<file path="config.mk">
export PLATFORM = sky130hd
export DESIGN_NAME = ocr_fault_warn
export DESIGN_NICKNAME = d
export VERILOG_FILES = /design/src/verilog/ocr_pkg.sv /design/src/verilog/ocr_limit_quantizer.sv /design/src/verilog/ocr_fault_warn.sv
export SDC_FILE = /design/constraint.sdc
export NUM_CORES = 1
export LEC_CHECK = 0
export BUFFER_PORTS_ARGS = -buffer_cell sky130_fd_sc_hd__buf_2
export CAP_MARGIN = 15
export CORE_UTILIZATION = 55
export CTS_CLUSTER_DIAMETER = 30
export CTS_CLUSTER_SIZE = 16
export DETAILED_ROUTE_END_ITERATION = 10
export PLACE_DENSITY_LB_ADDON = 0.08
export SYNTH_ARGS = -nofsm -noshare
export SYNTH_HDL_FRONTEND = slang
export SYNTH_HIERARCHICAL = 1
export SYNTH_SLANG_ARGS = --single-unit
</file>
<file path="constraint.sdc">
create_clock -name core_clk -period 5.56 [get_ports core_clk]
set_clock_uncertainty 0.15 [all_clocks]
set_input_delay 0.556 -clock core_clk [delete_from_list [all_inputs] [get_ports core_clk]]
set_output_delay 0.556 -clock core_clk [all_outputs]
set_load 0.02 [all_outputs]
</file>
<file path="src/verilog/ocr_pkg.sv">
// constants, field layout and state codes of the overcurrent fault and warning block

package ocr_pkg;

   localparam int OCR_NUM_PHASES = 2;
   localparam int OCR_PHASE_IDX_W = 1;

   // command codes of the two settings and the all-phase select code
   localparam logic [7:0] OCR_CMD_FAULT_ACTION = 8'h47;
   localparam logic [7:0] OCR_CMD_WARN_THRESHOLD = 8'h4A;
   localparam logic [7:0] OCR_PHASE_ALL = 8'hFF;

   // fault action byte fields
   localparam int OCR_REACT_MSB = 7;
   localparam int OCR_REACT_LSB = 6;
   localparam int OCR_RETRY_MSB = 5;
   localparam int OCR_RETRY_LSB = 3;
   localparam int OCR_DELAY_MSB = 2;
   localparam int OCR_DELAY_LSB = 0;
   localparam logic [7:0] OCR_FAULT_ACTION_RST = 8'h80;
   localparam logic [1:0] OCR_REACT_DELAYED = 2'h2;
   localparam logic [1:0] OCR_REACT_IMMEDIATE = 2'h3;
   localparam logic [2:0] OCR_RETRY_LATCH = 3'h0;
   localparam logic [2:0] OCR_RETRY_FOREVER = 3'h7;
   localparam logic [2:0] OCR_DELAY_SEL_MID = 3'h2;
   localparam logic [2:0] OCR_DELAY_SEL_HIGH = 3'h5;
   localparam logic [2:0] OCR_SHUT_TICKS_SHORT = 3'h1;
   localparam logic [2:0] OCR_SHUT_TICKS_MID = 3'h3;
   localparam logic [2:0] OCR_SHUT_TICKS_LONG = 3'h7;

   // warning threshold word fields, linear format
   localparam int OCR_EXP_MSB = 15;
   localparam int OCR_EXP_LSB = 11;
   localparam int OCR_MAN_MSB = 10;
   localparam logic [4:0] OCR_WARN_EXP_RST = 5'h1E;
   localparam logic [10:0] OCR_WARN_MAN_RST = 11'h0A0;
   localparam logic [15:0] OCR_WARN_WORD_RST = {OCR_WARN_EXP_RST, OCR_WARN_MAN_RST};
   localparam logic [4:0] OCR_EXP_WR_MIN = 5'h1C;
   localparam logic [4:0] OCR_EXP_WR_MAX = 5'h1E;
   localparam logic [4:0] OCR_EXP_STORED_MIN = 5'h1B;
   localparam logic [4:0] OCR_EXP_ONE = 5'h01;
   // limits in 1/32 A units
   localparam logic [12:0] OCR_LIMIT_PHASE_32 = 13'h07C0;
   localparam logic [12:0] OCR_LIMIT_ALL_32 = 13'h0F80;
   // hardware step grid: 2 A steps, 8 A to 62 A
   localparam logic [13:0] OCR_STEP_ROUND_UP = 14'h003F;
   localparam int OCR_STEP_SHIFT = 6;
   localparam logic [7:0] OCR_STEPS_MIN = 8'h04;
   localparam logic [7:0] OCR_STEPS_MAX = 8'h1F;
   localparam logic [5:0] OCR_HW_AMPS_MIN = 6'h08;
   localparam logic [5:0] OCR_HW_AMPS_MAX = 6'h3E;
   // stored grid: quarter amps up to 62 A
   localparam logic [13:0] OCR_QUARTER_ROUND = 14'h0004;
   localparam int OCR_QUARTER_SHIFT = 3;
   localparam logic [10:0] OCR_QUARTERS_MAX = 11'h0F8;

   // timing
   localparam int OCR_CLK_PERIOD_NS = 10;
   localparam int OCR_PWM_FREQ_KHZ = 500;
   localparam int OCR_PWM_PERIOD_NS = 1000000 / OCR_PWM_FREQ_KHZ;
   localparam int OCR_PWM_DIV_CYCLES = OCR_PWM_PERIOD_NS / OCR_CLK_PERIOD_NS;
   localparam logic [7:0] OCR_PWM_DIV_LAST = 8'(OCR_PWM_DIV_CYCLES - 1);
   localparam int OCR_US_NS = 1000;
   localparam int OCR_US_CYCLES = OCR_US_NS / OCR_CLK_PERIOD_NS;
   localparam logic [6:0] OCR_US_DIV_LAST = 7'(OCR_US_CYCLES - 1);

   // fault response states
   typedef enum logic [5:0] {
      OCR_ST_OFF = 6'b000001,
      OCR_ST_START = 6'b000010,
      OCR_ST_RUN = 6'b000100,
      OCR_ST_DELAY = 6'b001000,
      OCR_ST_WAIT = 6'b010000,
      OCR_ST_LATCH = 6'b100000
   } ocr_state_e;

endpackage

</file>
<file path="src/verilog/ocr_limit_quantizer.sv">
// maps one per-phase warning limit word onto the hardware step and the stored grid
`timescale 1ns/100ps
`default_nettype none

module ocr_limit_quantizer
   import ocr_pkg::*;
(
   input wire logic [15:0] limit_word,
   output logic [5:0] hw_amps,
   output logic [15:0] nvm_word
);

   logic [1:0] shift_w;
   logic [12:0] units32_w;
   logic [7:0] steps_w;
   logic [10:0] quarters_w;

   // limit in 1/32 A; negative mantissa counts as zero
   assign shift_w = 2'(limit_word[OCR_EXP_MSB:OCR_EXP_LSB] - OCR_EXP_STORED_MIN);
   assign units32_w = limit_word[OCR_MAN_MSB] ? 13'h0000 :
      ({3'h0, limit_word[OCR_MAN_MSB-1:0]} << shift_w);

   // ceiling onto 2 A steps, then clamp into the 8 A to 62 A range
   assign steps_w = 8'(({1'b0, units32_w} + OCR_STEP_ROUND_UP) >> OCR_STEP_SHIFT);
   assign hw_amps = (steps_w < OCR_STEPS_MIN) ? OCR_HW_AMPS_MIN :
      (steps_w > OCR_STEPS_MAX) ? OCR_HW_AMPS_MAX : {steps_w[4:0], 1'b0};

   // nearest quarter amp, capped at 62 A, re-expressed at the reset exponent
   assign quarters_w = 11'(({1'b0, units32_w} + OCR_QUARTER_ROUND) >> OCR_QUARTER_SHIFT);
   assign nvm_word = {OCR_WARN_EXP_RST,
      (quarters_w > OCR_QUARTERS_MAX) ? OCR_QUARTERS_MAX : quarters_w};

endmodule

`default_nettype wire

</file>
<file path="src/verilog/ocr_fault_warn.sv">
// overcurrent fault response policy, restart control and per-phase warning logic
`timescale 1ns/100ps
`default_nettype none

module ocr_fault_warn
   import ocr_pkg::*;
(
   input wire logic core_clk,
   input wire logic rst,
   input wire logic cmd_wr,
   input wire logic cmd_rd,
   input wire logic [7:0] cmd_code,
   input wire logic [15:0] cmd_wdata,
   input wire logic [7:0] phase_sel,
   output logic [15:0] cmd_rdata,
   output logic cmd_rd_valid,
   input wire logic output_on_cmd,
   input wire logic startup_done,
   input wire logic oc_fault_detect,
   input wire logic [15:0] rise_time_us,
   input wire logic [OCR_NUM_PHASES-1:0][11:0] phase_current,
   input wire logic clear_faults,
   input wire logic nvm_store,
   input wire logic nvm_restore,
   output logic power_stage_en,
   output logic [OCR_NUM_PHASES-1:0][5:0] warn_threshold_amps,
   output logic stat_byte_iout_oc,
   output logic stat_byte_none_above,
   output logic stat_word_iout,
   output logic stat_iout_fault,
   output logic [OCR_NUM_PHASES-1:0] stat_iout_warn,
   output logic stat_cml_invalid,
   output logic host_alert
);

   ocr_state_e state_reg, state_next;
   logic [7:0] fault_action_reg, fault_action_next, action_nvm_reg;
   logic [7:0] pwm_div_reg, pwm_div_next;
   logic [6:0] us_div_reg, us_div_next;
   logic [2:0] dly_cnt_reg, dly_cnt_next;
   logic [18:0] wait_cnt_reg, wait_cnt_next;
   logic [2:0] attempts_reg, attempts_next;
   logic pwm_tick, us_tick;
   logic [1:0] oc_reaction_select;
   logic [2:0] oc_restart_attempts, oc_shutdown_delay_select;
   logic [2:0] restart_wait_period_mult, shut_ticks;
   logic [18:0] restart_wait_period;
   logic shut_now, go_delay, dly_done, wait_done, retry_left;
   ocr_state_e shut_target;

   // pwm and microsecond enables from free-running dividers
   assign pwm_tick = (pwm_div_reg == OCR_PWM_DIV_LAST);
   assign pwm_div_next = pwm_tick ? 8'h00 : pwm_div_reg + 8'h01;
   assign us_tick = (us_div_reg == OCR_US_DIV_LAST);
   assign us_div_next = us_tick ? 7'h00 : us_div_reg + 7'h01;

   always_ff @(posedge core_clk)
   begin
      if (rst)
      begin
         pwm_div_reg <= 8'h00;
         us_div_reg <= 7'h00;
      end
      else
      begin
         pwm_div_reg <= pwm_div_next;
         us_div_reg <= us_div_next;
      end
   end

   // fault action fields
   assign oc_reaction_select = fault_action_reg[OCR_REACT_MSB:OCR_REACT_LSB];
   assign oc_restart_attempts = fault_action_reg[OCR_RETRY_MSB:OCR_RETRY_LSB];
   assign oc_shutdown_delay_select = fault_action_reg[OCR_DELAY_MSB:OCR_DELAY_LSB];

   // shutdown delay and restart_wait_period length from the delay field
   assign shut_ticks = (oc_shutdown_delay_select < OCR_DELAY_SEL_MID) ? OCR_SHUT_TICKS_SHORT :
      (oc_shutdown_delay_select < OCR_DELAY_SEL_HIGH) ? OCR_SHUT_TICKS_MID :
      OCR_SHUT_TICKS_LONG;
   assign restart_wait_period_mult = (oc_shutdown_delay_select < OCR_DELAY_SEL_MID) ? 3'h1 :
      oc_shutdown_delay_select;
   assign restart_wait_period = {3'h0, rise_time_us} * {16'h0000, restart_wait_period_mult};

   // fault policy decode
   assign shut_now = oc_fault_detect && (oc_reaction_select == OCR_REACT_IMMEDIATE);
   assign go_delay = oc_fault_detect && (oc_reaction_select == OCR_REACT_DELAYED);
   assign shut_target = (oc_restart_attempts == OCR_RETRY_LATCH) ? OCR_ST_LATCH : OCR_ST_WAIT;
   assign retry_left = (oc_restart_attempts == OCR_RETRY_FOREVER) ||
      (attempts_reg < oc_restart_attempts);
   assign dly_done = (dly_cnt_reg == shut_ticks);
   assign wait_done = (wait_cnt_reg >= restart_wait_period);
   assign power_stage_en = (state_reg == OCR_ST_START) || (state_reg == OCR_ST_RUN) ||
      (state_reg == OCR_ST_DELAY);

   // fault response state machine; commanding off wins over everything
   always_comb
   begin
      state_next = state_reg;
      case (state_reg)
         OCR_ST_OFF:
            state_next = OCR_ST_START;
         OCR_ST_START:
            if (shut_now)
               state_next = shut_target;
            else if (go_delay)
               state_next = OCR_ST_DELAY;
            else if (startup_done)
               state_next = OCR_ST_RUN;
         OCR_ST_RUN:
            if (shut_now)
               state_next = shut_target;
            else if (go_delay)
               state_next = OCR_ST_DELAY;
         OCR_ST_DELAY:
            if (!oc_fault_detect)
               state_next = OCR_ST_RUN;
            else if (dly_done)
               state_next = shut_target;
         OCR_ST_WAIT:
            if (wait_done)
               state_next = retry_left ? OCR_ST_START : OCR_ST_LATCH;
         OCR_ST_LATCH:
            state_next = OCR_ST_LATCH;
         default:
            state_next = OCR_ST_OFF;
      endcase
      if (!output_on_cmd)
         state_next = OCR_ST_OFF;
   end

   // counters for the shutdown delay, the restart_wait_period wait and the restart budget
   assign dly_cnt_next = ((state_reg != OCR_ST_DELAY) || (state_next != OCR_ST_DELAY)) ? 3'h0 :
      (pwm_tick && !dly_done) ? dly_cnt_reg + 3'h1 : dly_cnt_reg;
   assign wait_cnt_next = (state_reg != OCR_ST_WAIT) ? 19'h00000 :
      (us_tick && !wait_done) ? wait_cnt_reg + 19'h00001 : wait_cnt_reg;
   assign attempts_next = ((state_next == OCR_ST_OFF) ||
      ((state_reg == OCR_ST_START) && (state_next == OCR_ST_RUN))) ? 3'h0 :
      ((state_reg == OCR_ST_WAIT) && (state_next == OCR_ST_START) &&
      (oc_restart_attempts != OCR_RETRY_FOREVER)) ? attempts_reg + 3'h1 : attempts_reg;

   always_ff @(posedge core_clk)
   begin
      if (rst)
      begin
         state_reg <= OCR_ST_OFF;
         dly_cnt_reg <= 3'h0;
         wait_cnt_reg <= 19'h00000;
         attempts_reg <= 3'h0;
      end
      else
      begin
         state_reg <= state_next;
         dly_cnt_reg <= dly_cnt_next;
         wait_cnt_reg <= wait_cnt_next;
         attempts_reg <= attempts_next;
      end
   end

   // command decode and warning threshold validation
   logic wr_action, wr_warn, phase_all, phase_ok, warn_ok;
   logic [4:0] wr_exp;
   logic [1:0] wr_shift;
   logic [12:0] wr_units32;
   logic [OCR_NUM_PHASES-1:0][15:0] warn_words;
   logic [OCR_NUM_PHASES-1:0] warn_hit;

   assign wr_action = cmd_wr && (cmd_code == OCR_CMD_FAULT_ACTION);
   assign wr_warn = cmd_wr && (cmd_code == OCR_CMD_WARN_THRESHOLD);
   assign phase_all = (phase_sel == OCR_PHASE_ALL);
   assign phase_ok = phase_all || (phase_sel < 8'(OCR_NUM_PHASES));
   assign wr_exp = cmd_wdata[OCR_EXP_MSB:OCR_EXP_LSB];
   assign wr_shift = 2'(wr_exp - OCR_EXP_STORED_MIN);
   assign wr_units32 = {3'h0, cmd_wdata[OCR_MAN_MSB-1:0]} << wr_shift;
   assign warn_ok = phase_ok && (wr_exp >= OCR_EXP_WR_MIN) && (wr_exp <= OCR_EXP_WR_MAX) &&
      !cmd_wdata[OCR_MAN_MSB] &&
      (wr_units32 <= (phase_all ? OCR_LIMIT_ALL_32 : OCR_LIMIT_PHASE_32));

   // fault action byte: every code is supported; store and restore keep a copy
   assign fault_action_next = nvm_restore ? action_nvm_reg :
      wr_action ? cmd_wdata[7:0] : fault_action_reg;

   always_ff @(posedge core_clk)
   begin
      if (rst)
      begin
         fault_action_reg <= OCR_FAULT_ACTION_RST;
         action_nvm_reg <= OCR_FAULT_ACTION_RST;
      end
      else
      begin
         fault_action_reg <= fault_action_next;
         if (nvm_store)
            action_nvm_reg <= fault_action_reg;
      end
   end

   // per-phase warning limit, its stored copy, hardware step and comparator
   genvar gi;
   generate
      for (gi = 0; gi < OCR_NUM_PHASES; gi++)
      begin : g_phase
         logic [15:0] word_reg, word_next, nvm_reg, rounded_w;
         logic [5:0] amps_w, amps_reg;
         logic wr_this;

         assign wr_this = wr_warn && warn_ok &&
            (phase_all || (phase_sel == 8'(gi)));
         // all-phase write halves the value by lowering the exponent
         assign word_next = nvm_restore ? nvm_reg : nvm_store ? rounded_w :
            !wr_this ? word_reg : phase_all ?
            {wr_exp - OCR_EXP_ONE, cmd_wdata[OCR_MAN_MSB:0]} : cmd_wdata;

         ocr_limit_quantizer u_quant (
            .limit_word(word_reg),
            .hw_amps(amps_w),
            .nvm_word(rounded_w)
         );

         always_ff @(posedge core_clk)
         begin
            if (rst)
            begin
               word_reg <= OCR_WARN_WORD_RST;
               nvm_reg <= OCR_WARN_WORD_RST;
               amps_reg <= OCR_HW_AMPS_MIN;
            end
            else
            begin
               word_reg <= word_next;
               amps_reg <= amps_w;
               if (nvm_store)
                  nvm_reg <= rounded_w;
            end
         end

         assign warn_words[gi] = word_reg;
         assign warn_threshold_amps[gi] = amps_reg;
         assign warn_hit[gi] = phase_current[gi] > {2'h0, amps_reg, 4'h0};
      end
   endgenerate

   // status flags: set wins over clear
   logic fault_event, invalid_event;
   logic byte_oc_next, none_above_next, word_iout_next, iout_fault_next, cml_next;
   logic [OCR_NUM_PHASES-1:0] iout_warn_next;

   assign fault_event = oc_fault_detect && power_stage_en;
   assign invalid_event = wr_warn && !warn_ok;
   assign byte_oc_next = fault_event || (stat_byte_iout_oc && !clear_faults);
   assign iout_fault_next = fault_event || (stat_iout_fault && !clear_faults);
   assign word_iout_next = fault_event || (|warn_hit) ||
      (stat_word_iout && !clear_faults);
   assign none_above_next = (|warn_hit) || (stat_byte_none_above && !clear_faults);
   assign iout_warn_next = warn_hit | (stat_iout_warn & {OCR_NUM_PHASES{!clear_faults}});
   assign cml_next = invalid_event || (stat_cml_invalid && !clear_faults);

   always_ff @(posedge core_clk)
   begin
      if (rst)
      begin
         stat_byte_iout_oc <= 1'b0;
         stat_byte_none_above <= 1'b0;
         stat_word_iout <= 1'b0;
         stat_iout_fault <= 1'b0;
         stat_iout_warn <= '0;
         stat_cml_invalid <= 1'b0;
         host_alert <= 1'b0;
      end
      else
      begin
         stat_byte_iout_oc <= byte_oc_next;
         stat_byte_none_above <= none_above_next;
         stat_word_iout <= word_iout_next;
         stat_iout_fault <= iout_fault_next;
         stat_iout_warn <= iout_warn_next;
         stat_cml_invalid <= cml_next;
         host_alert <= byte_oc_next || none_above_next || cml_next;
      end
   end

   // read path: all-phase read doubles phase zero by raising its exponent
   logic [15:0] rd_word;
   assign rd_word = (cmd_code == OCR_CMD_FAULT_ACTION) ? {8'h00, fault_action_reg} :
      (cmd_code != OCR_CMD_WARN_THRESHOLD) || !phase_ok ? 16'h0000 :
      phase_all ? {warn_words[0][OCR_EXP_MSB:OCR_EXP_LSB] + OCR_EXP_ONE,
      warn_words[0][OCR_MAN_MSB:0]} : warn_words[phase_sel[OCR_PHASE_IDX_W-1:0]];

   always_ff @(posedge core_clk)
   begin
      if (rst)
      begin
         cmd_rdata <= 16'h0000;
         cmd_rd_valid <= 1'b0;
      end
      else
      begin
         cmd_rd_valid <= cmd_rd;
         if (cmd_rd)
            cmd_rdata <= rd_word;
      end
   end
endmodule

`default_nettype wire

</file>
# Word level (Yosys, flattened, before mapping)
# Index checks and enable logic that the tools add are counted.
# op_classes
n_addsub	14
mul	1
magnitude_cmp	17
n_eq_ne	24
shifts	3
n_mux	36
bitwise	2
n_reduce_logical	61
# ops
cell	n
2-to-1 mux 16 bit	12
2-to-1 mux 6 bit	13
<< shifter 10 x 2 -> 13 bit	3
case mux 6 bit (6 select lines)	1
adder 13 x 3 -> 14 bit, second input constant	2
adder 13 x 6 -> 14 bit, second input constant	2
2-to-1 mux 13 bit	2
greater-than comparator 12 x 10 -> 1 bit	2
logical AND 1 bit	23
greater-than comparator 11 x 8 -> 1 bit, second input constant	2
2-to-1 mux 11 bit	2
adder 19 x 1 -> 19 bit, second input constant	1
greater-or-equal comparator 19 bit	1
multiplier 16 x 3 -> 19 bit	1
logical OR 1 bit	17
== test 8 x 7 -> 1 bit, second input constant	2
== test 8 bit, second input constant	2
greater-than comparator 8 x 5 -> 1 bit, second input constant	2
less-than comparator 8 x 3 -> 1 bit, second input constant	2
2-to-1 mux 8 bit	2
OR reduction 2 bit	8
<= comparator 13 x 12 -> 1 bit	1
== test 6 x 1 -> 1 bit, second input constant	2
== test 6 x 2 -> 1 bit, second input constant	2
36 further kinds	51
# totals
regBits	153
out_inout_bits	38

# Logic depth before layout (Yosys ltp)
# Gate-level depths: netlist of run 1.
# logic_depth
depth_word	12
ltp_mapped	22
mapped_depth_nobuf	21

# By module
# Netlist of run 1, hierarchy kept.
# by_module_without_submodules
mod	instances	cells_per_inst	area_each_um2	seq_area_each_um2
ocr_fault_warn	1	1202	9806.9	3263.1
ocr_limit_quantizer	2	155	1147.4	0.0

# Worst setup path after synthesis of run 1
# Ideal clock, no wire load.
# synth_path
kind	register -> register
startpoint	register fault_action_reg[2]
endpoint	register wait_cnt_reg[10]
setup_time_ns	0.070
arrival_time_ns	5.273
t_required_ns	5.340
setup_slack_ns	0.067
path_stages_with_launch	22
synth_period_minus_slack_ns	5.493
cell_sequence	dfxtp_1 clkbuf_1 clkbuf_1 nand2_1 fa_1 inv_1 ha_1 fa_1 a21o_1 a21oi_1 o21ai_1 a31oi_1 o21ai_1 a311o_1 a21oi_1 ha_1 nand3_1 o31ai_2 or4_4 buf_6 or4_1 a21oi_1
# synth_via
elab_chain_len	6
# synth_rtl
item	line_no	source
start: declaration	ocr_fault_warn.sv:37	logic [7:0] fault_action_reg, fault_action_next, action_nvm_reg;
start signal: assignment	ocr_fault_warn.sv:191	fault_action_reg <= fault_action_next;
less-than comparator 3 x 2 -> 1 bit	ocr_fault_warn.sv:80	assign restart_wait_period_mult = (oc_shutdown_delay_select < OCR_DELAY_SEL_MID) ? 3'h1 :
2-to-1 mux 3 bit (*)	ocr_fault_warn.sv:80	
multiplier 16 x 3 -> 19 bit (*)	ocr_fault_warn.sv:82	assign restart_wait_period = {3'h0, rise_time_us} * {16'h0000, restart_wait_period_mult};
greater-or-equal comparator 19 bit (*)	ocr_fault_warn.sv:91	assign wait_done = (wait_cnt_reg >= restart_wait_period);
zero test 1 bit (*)	ocr_fault_warn.sv:135	(us_tick && !wait_done) ? wait_cnt_reg + 19'h00001 : wait_cnt_reg;
logical AND 1 bit (*)	ocr_fault_warn.sv:135	
end signal: assignment	ocr_fault_warn.sv:154	wait_cnt_reg <= wait_cnt_next;
end: declaration	ocr_fault_warn.sv:41	logic [18:0] wait_cnt_reg, wait_cnt_next;
# Every way passes the cells marked *; elsewhere a longest branch is shown, timed or not.
# A chain may end at the register's enable or synchronous reset.

# Final worst setup path of run 1
# layout_path
startpoint	register fault_action_reg[1]
endpoint	register wait_cnt_reg[18]
# The elaborated chain is that of the path after synthesis.

==> impl_metrics.ini, run 1 <==
[die]
rows = 53
ios = 120
start_util_pct = 56.9
die_area_um2 = 22600
fp.dieH_um = 150
core_um2 = 21300
die_w_um = 150

[drt]
vias = 11052
vias_per_cell = 5.87
wl_per_cell_um = 16.7
drt-pass1-iter-count = 5
drt_wl_total_um = 31500
route.detailed.drc = 0
ant_nets = 0
first_iter_violations = 779

[synthesis]
yosysSeqAreaShare_pct = 27.0
synth_cells = 1512
yosysUniqueCellTypes = 85
synth-seq-cells = 163
syn-cell-area_um2 = 12100
syn_avg_cell_area_um2 = 8.00
synthFlopType = dfxtp_1
synth_edf_count = 0
async_reset_ff_share_pct = 0
ys_warn_count = 6

[critical_path]
crit_arrival_ps = 5510
r2r-start = fault_action_reg[1]$_SDFFE_PP0P_
r2r_slack_ps = 250
crit_required_ps = 5760
crit_buf_inv = 3
endpoint_kind = register
slowest_stage = or4_4
max_stage_delay_ps = 570
cp.depth = 21
cp_max_fo = 23
cp-start-kind = register
r2r_cells = 21
crit_path_start = fault_action_reg[1]$_SDFFE_PP0P_
critical_path.top_delay_family = compound AO/OA/AOI/OAI gates
rr_endpoint = wait_cnt_reg[18]$_SDFFE_PP0P_
critical_path_class = register to register
path_cells = buf_4, nand2_1, fa_1, inv_1, ha_1, fa_1, a21o_1, a21oi_1, o21ai_1, a31oi_2, o21bai_1, a21oi_2, xor2_1, ha_1, a211oi_1, o21a_1, o31ai_2, buf_4, or4_4, or3_1, a21oi_1

[sta]
max_freq_ghz = 0.188
fin_tns_setup_ps = 0
hold_slack_ps = 292
timing.final.ws_setup_ps = 249
slew_headroom_pct = 26.8
worst_pin_slew_ps = 1090
hold_viol = 0
slew_violations = 0
setup_viol = 0
fin_crit_sh_pct = 95.5
post-route-min-period_ps = 5310

[pwr]
peakVddDrop_mv = 0.190
leakagePower_nw = 5.70
p_per_area_nw_per_um2 = 239

[cts]
clkTransAtPathRegs_ps = 70
clk_latency_ps = 440
htree_levels = 4
cts.sinks = 163
root_buffer = clkbuf_16
cts_buffers = 17
hold_buffers = 0
cts_tree = yes
cts.path.max_buffers = 2

[placed_design]
gp_congestion = 0.896
io_buffers = 119
pre_cts_slack_ps = 63.6
placed_cells = 1850
dp_hpwl_um = 23300

[layout]
postLayoutCoreUtil_pct = 62.9
final_common_cell = dfxtp_1
drive_gt1_share_pct = 15.7
diodes = 0
final_cell_mix = dfxtp_1 (163), nand2_1 (155), nor2_1 (152)
area_growth_pct = 10.7
fillers = 1888
fin_nets = 1760
finalNonFillerCells = 1884

[flow_run]
cap_violations = 0

[grt]
antenna_found_initial = 1
grt_pass1_vias = 10173
track_usage_pct = 28.7
grt_overflow = 0
grt_pass1_wl_um = 51100
grt_max_degree = 86

[worst_hold_path]
whs_endpoint = pwm_div_reg[0]$_SDFF_PP0_
worstHoldPathCells = 1
min_path_type = register to register
worstHoldStart = pwm_div_reg[0]$_SDFF_PP0_

[status]
status = finished, final reports clean
[repair_timing]
action                                  4_1_cts  5_1_grt
hold endpoints to repair                      0        0
resized for setup                             0       11
setup buffers                                 0        2
endpoints found under the setup margin        1       19
pin swaps                                     1        6
[where the power goes]
part,switching (W),internal (W)
Clock,0.000542,0.000595
Combinational,0.000448,0.000320
Sequential,0.0000742,0.00123
[layout make-up]
class,count,area (µm²),area share (%)
clock buffer,18,429,3.20
clock inverter,14,134,0.999
inverter,83,312,2.33
multi-input combinational,1187,8120,60.6
sequential,163,3260,24.4
tap,275,344,2.57
timing repair buffer,144,793,5.92
[cell usage after synthesis, types with 13 or more instances]
library cell / n / area, µm²
a211oi_1: 27 / 203
a21oi_1: 112 / 561
and2_1: 19 / 119
and3_1: 25 / 156
buf_4: 21 / 158
clkbuf_1: 48 / 180
dfxtp_1: 163 / 3260
fa_1: 15 / 300
ha_1: 67 / 838
inv_1: 81 / 304
mux2i_1: 73 / 731
mux4_2: 13 / 293
nand2_1: 155 / 582
nand2b_1: 31 / 194
nand3_1: 44 / 220
nand4_1: 15 / 93.8
nor2_1: 152 / 571
nor2b_1: 33 / 206
nor3_1: 42 / 210
o21ai_0: 61 / 305
or3_1: 14 / 87.6
xnor2_1: 26 / 228
xor2_1: 40 / 350
[through the flow]
stage | total power [W] | instance area, µm²
CTS | 0.00322 | 13300
global route | 0.00338 | 13400
finish | 0.00321 | 13400
detailed placement | 0.00208 | 12800
global placement | 0.00206 | 12800
floorplan | 0.00188 | 12200
[worst max-delay path by stage]
stage | endpoint | slack (ps)
final | wait_cnt_reg[18]$_SDFFE_PP0P_ | 250
after global routing | wait_cnt_reg[18]$_SDFFE_PP0P_ | -30
after CTS | wait_cnt_reg[18]$_SDFFE_PP0P_ | 10
after detailed placement | wait_cnt_reg[18]$_SDFFE_PP0P_ | 60
after global placement | wait_cnt_reg[18]$_SDFFE_PP0P_ | 180
after floorplan | wait_cnt_reg[10]$_SDFFE_PP0P_ | 70
[kinds of logic after synthesis]
kind of cell	share of synthesized area, %
other	0.124
flip-flops	27.0
AO/OA/AOI/OAI	16.8
XOR/XNOR	4.78
buffers and inverters	6.81
multiplexers	9.29
AND/OR/NAND/NOR	25.8
adder cells (fa/ha/maj)	9.41
[per-layer routing]
| metal | wire [µm] | global-route usage (%) | vias to the layer above | share of wire [%] |
|---|---|---|---|---|
| li1 | - | - | 5487 | - |
| met1 | 14500 | 39.0 | 5130 | 46 |
| met2 | 14200 | 45.9 | 390 | 45 |
| met3 | 2150 | 5.45 | 45 | 6.8 |
| met4 | 644 | 8.18 | 0 | 2.0 |
| met5 | 0 | 0 | - | 0 |
Note: power is estimated with default switching activity, not from simulation.
==> inputs of run 2 (changes only) <==
--- a/config.mk
+++ b/config.mk
@@ -7,6 +7,7 @@
 export LEC_CHECK = 0
 export BUFFER_PORTS_ARGS = -buffer_cell sky130_fd_sc_hd__buf_2
 export CAP_MARGIN = 15
+export CORE_ASPECT_RATIO = 0.6
 export CORE_UTILIZATION = 55
 export CTS_CLUSTER_DIAMETER = 30
 export CTS_CLUSTER_SIZE = 16
==> run 2 against run 1 <==
Critical path depth is 2 lower. Die area hardly changed. The run now ends with design-rule violations left. Setup slack got worse by 11 ps. Design area barely moved. Flip-flop and latch count stayed put. Largest power group unchanged. Critical path type unchanged. Worst hold slack lost 10 ps. First-iteration DRC count up 32%. Power grew 0.96%.
==> impl_metrics.ini, run 2 (same netlist as run 1, synthesis figures left out) <==
[drt]
route.detailed.drc = 6
first_iter_violations = 1026
vias_per_cell = 5.87
wl_per_cell_um = 17.9
ant_nets = 0
vias = 11085
drt-pass1-iter-count = 8
drt_wl_total_um = 33700

[sta]
post-route-min-period_ps = 5320
fin_crit_sh_pct = 95.7
hold_viol = 0
slew_violations = 0
setup_viol = 0
slew_headroom_pct = 23.4
worst_pin_slew_ps = 1150
max_freq_ghz = 0.188
fin_tns_setup_ps = 0
rsz0062_at_grt = true

[pwr]
p_clk_share_pct = 35.5
p_sw_w = 0.00107
swShare_pct = 33.0
power_frac_comb_pct = 24.2
p_per_area_nw_per_um2 = 242
peakVddDrop_mv = 0.213
leakagePower_nw = 5.69
internal_power_w = 0.00217
p_seq_share_pct = 40.3

[layout]
fillers = 1890
fin_area_um2 = 13400
drive_gt1_share_pct = 15.5
final_cell_mix = dfxtp_1 (161), nand2_1 (155), nor2_1 (152)
final_common_cell = dfxtp_1
area_growth_pct = 10.7
postLayoutCoreUtil_pct = 62.9
diodes = 0
fin_nets = 1759

[placed_design]
dpl-instance-area_um2 = 12800
gp_congestion = 0.925
dp_hpwl_um = 25400
io_buffers = 119

[cts]
cts.sinks = 163
cts_buffers = 17
htree_levels = 4
root_buffer = clkbuf_16
clkTransAtPathRegs_ps = 70
clk_latency_ps = 440
cts.path.max_buffers = 2
hold_buffers = 0
cts_tree = yes

[die]
core_um2 = 21300
die_w_um = 194
fp.dieH_um = 117
start_util_pct = 56.8
rows = 41
die_area_um2 = 22600
ios = 120

[grt]
grt_pass1_wl_um = 53100
track_usage_pct = 29.9
antenna_found_initial = 1
grt_max_degree = 106
grt_pass1_vias = 9760
grt_overflow = 0

[status]
violations = design-rule violations
status = finished, violations left

[worst_hold_path]
worstHoldStart = phase_current[11]
min_path_type = primary input to register

[critical_path]
critical_path_class = register to register
cp-start-kind = register
crit_path_start = fault_action_reg[0]$_SDFFE_PP0P_
endpoint_kind = register
crit_required_ps = 5760
cp_max_fo = 12
crit_arrival_ps = 5520
r2r-start = fault_action_reg[0]$_SDFFE_PP0P_

[flow_run]
cap_violations = 0
-- run 2: cell types whose count changed in the layout (fill, tap and decap cells not counted), moves of 2 or more --
| cell | previous run | this run |
|---|---|---|
| buf_6 | 2 | 0 |
| clkinv_4 | 0 | 2 |
| a21oi_2 | 3 | 0 |
| buf_12 | 0 | 2 |
| a21oi_1 | 109 | 112 |
| clkinvlp_4 | 2 | 5 |
| inv_6 | 6 | 2 |
| dfxtp_2 | 0 | 2 |
| inv_8 | 4 | 1 |
| clkinv_2 | 1 | 4 |
| dfxtp_1 | 163 | 161 |
-- run 2: path summary, 6_finish.rpt --
| path | endpoint | slack [ps] | depth (start not counted) |
|---|---|---|---|
| worst max-delay path | wait_cnt_reg[16]$_SDFFE_PP0P_ | 240 | 19 |
| worst min-delay path | stat_iout_warn[0]$_SDFF_PP0_ | 280 | 3 |
| worst max register to register | wait_cnt_reg[16]$_SDFFE_PP0P_ | 240 | 19 |
| worst min register to register | pwm_div_reg[0]$_SDFF_PP0_ | 310 | 1 |
-- run 2: metal layers --
layer / global-route usage (%) / vias to the layer above / part of all wire [%]
met2: 40.7 / 393 / 39
met4: 6.13 / 2 / 0.89
met1: 46.1 / 5185 / 51
li1: - / 5481 / -
met3: 8.08 / 24 / 9.0
met5: 0 / - / 0.039
-- run 2: power groups by stage --
stage                     Sequential [W]  Clock, W  Combinational (W)
after floorplan                  0.00131         0           0.000568
after global placement           0.00132         0           0.000751
after detailed placement         0.00133         0           0.000767
after CTS                        0.00130   0.00117           0.000772
after global routing             0.00131   0.00122           0.000871
final                            0.00130   0.00115           0.000783
-- run 2: metrics by stage --
stage / cells / worst slack (ps) / hold slack [ps] / power, W
global route: 1887 / -49.2 / 284 / 0.00341
global placement: 1855 / 106 / 278 / 0.00208
floorplan: 1526 / 67.4 / 263 / 0.00188
CTS: 1887 / 28.2 / 273 / 0.00324
finish: 1887 / 238 / 281 / 0.00324
detailed placement: 1855 / -31.6 / 296 / 0.00209
-- run 2: what timing repair did --
action,CTS,global route
endpoints found under the hold margin,0,0
endpoints found under the setup margin,0,17
buffers inserted,0,0
gates resized for setup,0,5
-- run 2: worst max-delay path, stage by stage (launching register included) --
cell and delay, ps:
dfxtp_1 310, o21bai_1 170, buf_4 170, and2_1 180, fa_1 550, ha_1 340, a211oi_1 240, nor2_1 90
o211ai_1 330, o221ai_2 210, a21o_1 190, a21oi_1 170, xor2_1 170, ha_1 270, a21o_1 180, a21oi_1 190
o31ai_2 150, or4_4 520, or4_1 500, a21oi_1 160
-- run 2: layout make-up --
cell class	instances	area (µm²)	share of cell area, %
Multi-Input combinational cell	1187	8110	60.5
Sequential cell	163	3270	24.4
Tap cell	279	349	2.61
Clock buffer	17	425	3.18
Inverter	83	312	2.33
Clock inverter	15	134	0.999
Timing Repair Buffer	143	803	6.00
